`src/rtl/asw_defines.svh`:
```
`ifndef ASW_DEFINES_SVH
`define ASW_DEFINES_SVH

// Register byte offsets
`define ASW_OFS_UPPER 8'h24
`define ASW_OFS_LOWER 8'h28
`define ASW_OFS_SLOTS_13_16 8'h2C
`define ASW_OFS_SLOTS_7_12 8'h30
`define ASW_OFS_SLOTS_1_6 8'h34
`define ASW_OFS_CTRL 8'h60
`define ASW_OFS_STATUS 8'h64
`define ASW_OFS_INT_EN 8'h68
`define ASW_OFS_INT_CLR 8'h6C

// Field widths and positions
`define ASW_LIMIT_W 12
`define ASW_SLOT_W 5
`define ASW_COUNT_LSB 20
`define ASW_CTRL_START 0
`define ASW_CTRL_CONT 1
`define ASW_CTRL_AWD_EN 2
`define ASW_CTRL_STOP 3
`define ASW_EV_AWD 0
`define ASW_EV_EOS 1
`define ASW_STS_BUSY 4
`define ASW_STS_POS_LSB 8
`define ASW_STS_LAST_LSB 16

// Reset value and highest channel number
`define ASW_RESET_WORD 32'h0000_0000
`define ASW_MAX_CHANNEL 5'h11

`endif

```
`src/rtl/asw_pkg.sv`:
```
package asw_pkg;

    typedef enum logic [0:0] {
        ASW_IDLE = 1'b0,
        ASW_CONV = 1'b1
    } asw_seq_t;

    typedef struct packed {
        logic wr;
        logic rd;
        logic [7:0] addr;
        logic [31:0] wdata;
    } asw_bus_t;

    typedef struct packed {
        logic done;
        logic [11:0] data;
    } asw_res_t;

    typedef struct packed {
        logic [11:0] upper_limit;
        logic [11:0] lower_bound;
        logic [3:0] count;
        logic [15:0][4:0] slot;
        logic cont;
        logic awd_en;
        asw_seq_t seq;
        logic [3:0] pos;
        logic req;
        logic [4:0] chan;
        logic [11:0] last;
        logic [1:0] sts;
        logic [1:0] ien;
        logic [31:0] rdata;
    } asw_state_t;

endpackage

```
`src/rtl/asw_regseq.sv`:
```
// Local design decision: the strobed register port.
`timescale 1ns/10ps
`include "asw_defines.svh"

module asw_regseq
    import asw_pkg::*;
(
    input wire logic clk,
    input wire logic arst_n,
    input wire asw_bus_t bus,
    output logic [31:0] rdata,
    output logic conv_req,
    output logic [4:0] conv_chan,
    input wire asw_res_t res,
    output logic irq
);

////////////////////////////////////////////////////////////////////////////////

    asw_state_t st_ff;
    asw_state_t nxt_st;
    logic [1:0] set_ev;
    logic [31:0] rd_word;
    logic seq_done;

    // Packs n consecutive slots starting at base into one word
    function automatic logic [29:0] asw_pack(
        input logic [15:0][4:0] s,
        input int base,
        input int n
    );
        logic [29:0] w;
        w = 30'h0000_0000;
        for (int i = 0; i < n; i++) begin
            w[5*i +: 5] = s[base + i];
        end
        return w;
    endfunction

    // Window check of a result against both limits
    function automatic logic asw_outside(
        input logic [11:0] d,
        input logic [11:0] hi,
        input logic [11:0] lo
    );
        return (d > hi) || (d < lo);
    endfunction

////////////////////////////////////////////////////////////////////////////////

    assign seq_done = (st_ff.pos == st_ff.count);

    always_comb begin
        nxt_st = st_ff;
        set_ev = 2'b00;
        rd_word = `ASW_RESET_WORD;

        if (bus.wr) begin
            case (bus.addr)
                `ASW_OFS_UPPER: begin
                    nxt_st.upper_limit = bus.wdata[`ASW_LIMIT_W-1:0];
                end
                `ASW_OFS_LOWER: begin
                    nxt_st.lower_bound = bus.wdata[`ASW_LIMIT_W-1:0];
                end
                `ASW_OFS_SLOTS_13_16: begin
                    nxt_st.count = bus.wdata[`ASW_COUNT_LSB +: 4];
                    for (int i = 0; i < 4; i++) begin
                        nxt_st.slot[12 + i] = bus.wdata[5*i +: `ASW_SLOT_W];
                    end
                end
                `ASW_OFS_SLOTS_7_12: begin
                    for (int i = 0; i < 6; i++) begin
                        nxt_st.slot[6 + i] = bus.wdata[5*i +: `ASW_SLOT_W];
                    end
                end
                `ASW_OFS_SLOTS_1_6: begin
                    // Top two bits are not stored, so they always read back as reset
                    for (int i = 0; i < 6; i++) begin
                        nxt_st.slot[i] = bus.wdata[5*i +: `ASW_SLOT_W];
                    end
                end
                `ASW_OFS_CTRL: begin
                    nxt_st.cont = bus.wdata[`ASW_CTRL_CONT];
                    nxt_st.awd_en = bus.wdata[`ASW_CTRL_AWD_EN];
                    // Start is ignored while a sequence runs, no restart mid-way
                    if (bus.wdata[`ASW_CTRL_START] && (st_ff.seq == ASW_IDLE)) begin
                        nxt_st.seq = ASW_CONV;
                        nxt_st.pos = 4'h0;
                        nxt_st.req = 1'b1;
                        nxt_st.chan = st_ff.slot[0];
                    end
                end
                `ASW_OFS_INT_EN: begin
                    nxt_st.ien = bus.wdata[1:0];
                end
                default: begin
                end
            endcase
        end

        // Sequencer: one request per slot, held until the converter answers
        case (st_ff.seq)
            ASW_IDLE: begin
            end
            ASW_CONV: begin
                if (res.done) begin
                    nxt_st.last = res.data;
                    if (st_ff.awd_en && asw_outside(res.data, st_ff.upper_limit,
                                                    st_ff.lower_bound)) begin
                        set_ev[`ASW_EV_AWD] = 1'b1;
                    end
                    if (seq_done) begin
                        set_ev[`ASW_EV_EOS] = 1'b1;
                        nxt_st.pos = 4'h0;
                        nxt_st.chan = st_ff.slot[0];
                        // Continuous mode is sampled here, so clearing it ends the run cleanly
                        if (!nxt_st.cont) begin
                            nxt_st.seq = ASW_IDLE;
                            nxt_st.req = 1'b0;
                        end
                    end else begin
                        nxt_st.pos = st_ff.pos + 4'h1;
                        nxt_st.chan = st_ff.slot[st_ff.pos + 4'h1];
                    end
                end
            end
            default: begin
                nxt_st.seq = ASW_IDLE;
                nxt_st.req = 1'b0;
            end
        endcase

        // Stop aborts at once and wins over a completion in the same cycle
        if (bus.wr && (bus.addr == `ASW_OFS_CTRL) && bus.wdata[`ASW_CTRL_STOP]) begin
            nxt_st.seq = ASW_IDLE;
            nxt_st.req = 1'b0;
            nxt_st.pos = 4'h0;
        end

        // Sticky events: a new event beats a clear in the same cycle
        if (bus.wr && (bus.addr == `ASW_OFS_INT_CLR)) begin
            nxt_st.sts = st_ff.sts & ~bus.wdata[1:0];
        end
        nxt_st.sts = nxt_st.sts | set_ev;

        case (bus.addr)
            `ASW_OFS_UPPER: begin
                rd_word[`ASW_LIMIT_W-1:0] = st_ff.upper_limit;
            end
            `ASW_OFS_LOWER: begin
                rd_word[`ASW_LIMIT_W-1:0] = st_ff.lower_bound;
            end
            `ASW_OFS_SLOTS_13_16: begin
                rd_word[`ASW_COUNT_LSB +: 4] = st_ff.count;
                rd_word[19:0] = 20'(asw_pack(st_ff.slot, 12, 4));
            end
            `ASW_OFS_SLOTS_7_12: begin
                rd_word[29:0] = asw_pack(st_ff.slot, 6, 6);
            end
            `ASW_OFS_SLOTS_1_6: begin
                rd_word[29:0] = asw_pack(st_ff.slot, 0, 6);
            end
            `ASW_OFS_CTRL: begin
                rd_word[`ASW_CTRL_CONT] = st_ff.cont;
                rd_word[`ASW_CTRL_AWD_EN] = st_ff.awd_en;
            end
            `ASW_OFS_STATUS: begin
                rd_word[1:0] = st_ff.sts;
                rd_word[`ASW_STS_BUSY] = (st_ff.seq == ASW_CONV);
                rd_word[`ASW_STS_POS_LSB +: 4] = st_ff.pos;
                rd_word[`ASW_STS_LAST_LSB +: 12] = st_ff.last;
            end
            `ASW_OFS_INT_EN: begin
                rd_word[1:0] = st_ff.ien;
            end
            default: begin
            end
        endcase

        // Read data stand for exactly one cycle, zero otherwise
        nxt_st.rdata = bus.rd ? rd_word : `ASW_RESET_WORD;
    end

////////////////////////////////////////////////////////////////////////////////

    always_ff @(posedge clk or negedge arst_n) begin
        if (!arst_n) begin
            st_ff <= '0;
        end else begin
            st_ff <= nxt_st;
        end
    end

    assign rdata = st_ff.rdata;
    assign conv_req = st_ff.req;
    assign conv_chan = st_ff.chan;
    assign irq = |(st_ff.sts & st_ff.ien);
endmodule

```
`config.mk`:
```
export PLATFORM = sky130hd
export DESIGN_NAME = asw_regseq
export DESIGN_NICKNAME = d
export VERILOG_FILES = /design/src/rtl/asw_pkg.sv /design/src/rtl/asw_regseq.sv
export VERILOG_INCLUDE_DIRS = /design/src /design/src/rtl
export SDC_FILE = /design/constraint.sdc
export NUM_CORES = 1
export LEC_CHECK = 0
export BUFFER_PORTS_ARGS = -buffer_cell sky130_fd_sc_hd__clkbuf_2
export CAP_MARGIN = 10
export CORE_AREA = 2 2 111 157
export CTS_CLUSTER_SIZE = 30
export DETAILED_ROUTE_END_ITERATION = 8
export DIE_AREA = 0 0 113 159
export PLACE_DENSITY_LB_ADDON = 0.15
export SLEW_MARGIN = 20
export SYNTH_ARGS = -nofsm -noshare
export SYNTH_HDL_FRONTEND = slang
export SYNTH_SLANG_ARGS = --single-unit
export TNS_END_PERCENT = 1
```
`constraint.sdc`:
```
create_clock -name clk -period 1.9 [get_ports clk]
set_input_delay 0.38 -clock clk [delete_from_list [all_inputs] [get_ports clk]]
set_output_delay 0.38 -clock clk [all_outputs]
set_load 0.01 [all_outputs]
```
==> results of run 1 <==
-- timing repair --
item                                    CTS  global route
endpoints found under the hold margin    36             0
endpoints found under the setup margin    1             7
pin swaps                                 0             2
gates resized for setup                   1             7
hold buffers                              1             0
buffers inserted                          0             1
-- per-layer routing --
metal	global-route usage, %	vias up
li1	-	2813
met1	36.2	3262
met2	46.6	268
met3	4.91	53
met4	11.6	0
met5	0	-
-- through the flow --
step / setup TNS (ns) / setup WS, ns / cell area [um2] / instances
finish: 0 / 0.0409 / 10300 / 1042
global route: -0.00970 / -0.00686 / 10300 / 1042
CTS: 0 / 0.00940 / 10300 / 1041
detailed placement: -16.93 / -0.183 / 9660 / 1008
global placement: -10.52 / -0.138 / 9660 / 1008
floorplan: 0 / 0.000993 / 8650 / 708
-- worst max path at each step --
stage                    to      start  slack [ns]
2_1_floorplan     rdata[16]    bus[34]       0.001
3_3_place_gp     st_ff[150]    bus[39]       -0.14
3_5_place_dp     st_ff[160]    bus[39]       -0.18
4_1_cts        conv_chan[3]  st_ff[54]       0.009
5_1_grt        conv_chan[2]  st_ff[54]      -0.007
6_report       conv_chan[0]  st_ff[54]        0.04
-- power by group --
part           internal (mW)  switching [mW]
combinational          0.547           0.534
sequential              3.81           0.272
clock                   2.15            1.48
total                   6.51            2.28
-- registers in the layout, summed over array words and instances, names as in the netlist --
register / count
rdata: 30
conv_chan: 5
st_ff: 131
conv_req: 1
-- synth_stat cells, types with 11 or more instances --
cell / number
nor2_1: 27
inv_1: 26
ha_1: 24
buf_2: 19
mux2_2: 22
clkbuf_1: 11
nand2_1: 41
buf_4: 41
mux2_1: 100
a22oi_1: 43
a21oi_1: 28
dfrtp_1: 167
mux4_2: 20
-- logic make-up after synthesis --
kind of cell / count (synthesis)
buffers and inverters: 104
adder cells (fa/ha/maj): 24
AO/OA/AOI/OAI: 134
multiplexers: 150
other: 1
XOR/XNOR: 7
flip-flops: 167
AND/OR/NAND/NOR: 120
-- final cells by class --
| class | count | area [um2] | share of cell area [%] |
|---|---|---|---|
| sequential | 167 | 4180 | 40.4 |
| tap | 203 | 254 | 2.45 |
| multi-input combinational | 437 | 3900 | 37.7 |
| clock buffer | 19 | 453 | 4.38 |
| clock inverter | 13 | 171 | 1.66 |
| timing repair buffer | 177 | 1300 | 12.5 |
| inverter | 26 | 97.6 | 0.943 |
==> results.json, run 1 <==
{
  "status": "finished with violations",
  "violations": "design-rule violations",
  "end_kind": "flop",
  "synth-seq-cells": 167,
  "worstPathArrival_ns": 2.18,
  "synthSimpleGateAreaFrac_pct": 7.32,
  "cellLeakagePower_nw": 4.95,
  "gp_congestion": 0.938,
  "synth_compound_gate_area_share_pct": 11.1,
  "antenna_cells": 0,
  "crit_chain": "ha_4 -> buf_12 -> mux4_2 -> and2_1 -> a211oi_1 -> a21oi_1 -> o311a_1",
  "final_common_cell": "dfrtp_1",
  "ant_nets": 0,
  "total_power_mw": 8.79,
  "grt_util_all_layers_pct": 28.0,
  "cts_buffers": 17,
  "synthFlopType": "dfrtp_1",
  "final_core_util_pct": 62.6,
  "routed_wl_um": 24100,
  "synthAdderAreaFrac_pct": 3.47,
  "synth_xor_area_share_pct": 0.709,
  "drt_iter0_markers": 459,
  "r2r_slack_ns": 0.04,
  "period_share_pct": 97.8,
  "num-fill-cells": 1302,
  "timing.rr.end": "conv_chan[0]",
  "place_hpwl_um": 18000,
  "die_w_um": 113,
  "max_stage_delay_ns": 0.43,
  "path_max_fanout": 12,
  "yosysSeqAreaShare_pct": 48.3,
  "maxSlewHeadroom_pct": 59.6,
  "vias_per_cell": 6.14,
  "met1_length_um": 9760,
  "fin_nets": 907,
  "synth.area.mux_share_pct": 22.0,
  "skew_ns": 0.00629,
  "power_density_nw_per_um2": 849,
  "h-tree-depth": 4,
  "crit_cells": 7,
  "synth_area_leaders": "dfrtp_1, mux2_1, mux4_2",
  "async_reset_ff_share_pct": 100,
  "core_um2": 16500,
  "num_io_pins": 96,
  "cts.sink_count": 167,
  "vias": 6396,
  "grt_remaining_overflow": 0,
  "grt_max_degree": 55,
  "drv_slew": 0,
  "path_buf_inv": 1,
  "hold_slack_ns": 0.174,
  "layout-drive-gt1-share_pct": 31.7,
  "hold_viol": 0,
  "drtPass1Iterations": 8,
  "met2WireLength_um": 12200,
  "initial_core_util_pct": 52.3,
  "setup_violations": 0,
  "synth_top_family_by_area": "multiplexers",
  "critical-path-top-delay-family": "flip-flops",
  "slowest_stage": "dfrtp_1",
  "clk_latency_ns": 0.43,
  "post-route-drc-count": 6,
  "ys_warn_count": 0,
  "min_from": "bus[24]",
  "crit_required_ns": 2.22,
  "cts.clk_slew.worst_paths_ns": 0.07,
  "r2r_start": "st_ff[54]",
  "hp-class": "input port to flop",
  "grt_pass1_vias": 6873,
  "holdPathStages": 2,
  "ff2ff_path_depth": 7,
  "cts_tree": "yes",
  "maxCapViolCount": 0,
  "synth_top_area_share_pct": 48.3,
  "final_cell_mix": "dfrtp_1, mux2_1, clkbuf_2",
  "die_area_um2": 18000,
  "worst_setup_path_start_kind": "flop",
  "whs_endpoint": "st_ff[85]",
  "area.growth.synth_to_final_pct": 19.7,
  "wire_per_inst_um": 23.1,
  "synth_edf_count": 0,
  "yosysUniqueCellTypes": 56,
  "cts.path.max_buffers": 2,
  "routed-wl-met3_um": 1390,
  "port_buffers": 91,
  "syn-cell-area_um2": 8640,
  "cts-root-buf": "clkbuf_16",
  "rsz0062_at_grt": "true",
  "vdd_drop_max_mv": 0.561,
  "fp-row-count": 56,
  "path_class": "flop to flop",
  "synth.avg_cell_area_um2": 12.2,
  "fin_crit_ns": 1.86,
  "die_h_um": 159,
  "worstMarginPinSlew_ns": 0.605,
  "netlist_instances": 707,
  "top_layer": "met4",
  "yosys.area.top_type": "dfrtp_1",
  "timing.fmax_ghz": 0.538,
  "grt_pass1_wl_um": 38500,
  "antenna_found_initial": 0
}
Power figures use the tool's default switching activity.
==> run 2, diff against run 1 <==
- CORE_AREA: 2 2 111 157 -> 2 2 102 143
- DIE_AREA: 0 0 113 159 -> 0 0 104 145
- clock period: 1.9 -> 2.3 ns (I/O delays scaled with it)
==> results.json, run 2 (synthesized netlist as in run 1, its figures left out) <==
{
  "gp_congestion": 0.910,
  "p_seq_share_pct": 46.7,
  "final_common_cell": "dfrtp_1",
  "setup_violations": 0,
  "p_sw_share_pct": 26.5,
  "die_w_um": 104,
  "total_power_mw": 7.22,
  "fp-row-count": 51,
  "port_buffers": 91,
  "p_clk_share_pct": 42.0,
  "worstMarginPinSlew_ns": 0.664,
  "tns_ns": 0,
  "post-route-drc-count": 0,
  "cts.path.max_buffers": 2,
  "cts.clk_slew.worst_paths_ns": 0.07,
  "initial_core_util_pct": 62.7,
  "timing.fmax_ghz": 0.487,
  "power_density_nw_per_um2": 728,
  "num-fill-cells": 1004,
  "drtPass1Iterations": 6,
  "period_share_pct": 89.3,
  "wire_per_inst_um": 23.6,
  "final_core_util_pct": 72.0,
  "skew_ns": 0.00742,
  "ant_nets": 0,
  "routed_wl_um": 23200,
  "vias": 6370,
  "fin_nets": 868,
  "grt_remaining_overflow": 0,
  "layout-drive-gt1-share_pct": 27.8,
  "grt_pass1_wl_um": 37200,
  "p_switching_mw": 1.91,
  "rsz0062_at_grt": "false",
  "maxSlewHeadroom_pct": 55.7,
  "cts.sink_count": 167,
  "cts_tree": "yes",
  "worstPathArrival_ns": 2.37,
  "fin_crit_ns": 2.05,
  "antenna_cells": 0,
  "vdd_drop_max_mv": 0.507,
  "grt_pass1_vias": 6776,
  "place_hpwl_um": 16800,
  "worst_setup_path_start_kind": "flop",
  "path_class": "flop to flop",
  "grt_util_all_layers_pct": 32.4,
  "antenna_found_initial": 0,
  "h-tree-depth": 4,
  "die_h_um": 145,
  "largest_reg_flops": 131,
  "area.growth.synth_to_final_pct": 14.8,
  "crit_required_ns": 2.62,
  "cts_buffers": 17,
  "clk_latency_ns": 0.44,
  "status": "completed",
  "pwr-share-comb_pct": 11.3,
  "path_max_fanout": 17,
  "end_kind": "flop",
  "cts_resized": 0,
  "final_cell_mix": "dfrtp_1, mux2_1, clkbuf_2",
  "cts-root-buf": "clkbuf_16",
  "maxCapViolCount": 0,
  "drv_slew": 0,
  "vias_per_cell": 6.47,
  "hp-class": "input port to flop",
  "core_um2": 13800,
  "hold_viol": 0,
  "grt_max_degree": 59,
  "num_io_pins": 96,
  "p_int_mw": 5.31,
  "die_area_um2": 15100,
  "largest-register": "st_ff",
  "drt_iter0_markers": 547,
  "cellLeakagePower_nw": 4.73
}
==> run 2: cell count changes in the layout (fill, tap and decap cells not counted), sizes merged <==
cell,before,now
buf,86,47
clkbuf,109,108
clkinv,6,2
inv,28,33
==> run 2: worst paths after layout <==
check                               end  depth (start not counted)  slack (ns)       start
hold / removal               st_ff[120]                          2        0.24     bus[29]
setup / recovery           conv_chan[3]                          7        0.25   st_ff[55]
hold reg to reg              st_ff[161]                          1        0.49  st_ff[161]
max in group asynchronous    st_ff[168]                          3        1.13      arst_n
min in group asynchronous    st_ff[120]                          2        0.48      arst_n
setup reg to reg           conv_chan[3]                          7        0.25   st_ff[55]
==> run 2: routing by layer <==
| metal | track usage [%] | vias to the layer above | part of all wire (%) | routed length [um] |
|---|---|---|---|---|
| li1 | - | 2734 | - | - |
| met1 | 41.7 | 3205 | 39 | 9030 |
| met2 | 51.8 | 359 | 49 | 11400 |
| met3 | 7.10 | 72 | 7.5 | 1740 |
| met4 | 16.6 | 0 | 4.8 | 1110 |
| met5 | 0 | - | 0 | 0 |
==> run 2: worst max-delay path, stage by stage, from the launching register on <==
cell,delay (ns)
dfrtp_1,0.46
ha_1,0.37
buf_12,0.18
mux4_2,0.30
and2_1,0.18
a211oi_1,0.25
a21oi_1,0.07
o311a_1,0.11
==> run 2: final cells by class <==
| type | count | area, um2 | share of cell area, % |
|---|---|---|---|
| clock buffers | 18 | 439 | 4.43 |
| clock inverters | 14 | 184 | 1.85 |
| inverters | 26 | 97.6 | 0.983 |
| multi-input cells | 437 | 3860 | 38.9 |
| flip-flops and latches | 167 | 4180 | 42.1 |
| well taps | 185 | 231 | 2.33 |
| repair buffers | 138 | 930 | 9.37 |
==> run 2: timing repair <==
item / in CTS / in global routing
setup buffers: 0 / 0
endpoints found under the setup margin: 0 / 0
endpoints found under the hold margin: 29 / 0
hold buffers: 1 / 0
==> run 2: power by group through the flow <==
stage / clock network, mW / registers (mW) / logic (mW)
after detailed placement: 0 / 3.41 / 0.812
final: 3.03 / 3.37 / 0.818
after CTS: 3.05 / 3.36 / 0.822
after global placement: 0 / 3.40 / 0.777
after floorplan: 0 / 3.29 / 0.556
after global routing: 3.19 / 3.38 / 0.897
==> run 2: metrics by stage <==
step | cell area, um2 | instances | worst slack, ns | hold WS (ns)
global placement | 9290 | 952 | 0.142 | 0.358
detailed placement | 9290 | 952 | 0.104 | 0.365
floorplan | 8650 | 708 | 0.321 | 0.164
finish | 9920 | 985 | 0.247 | 0.242
CTS | 9920 | 985 | 0.266 | 0.238
global route | 9920 | 985 | 0.171 | 0.251
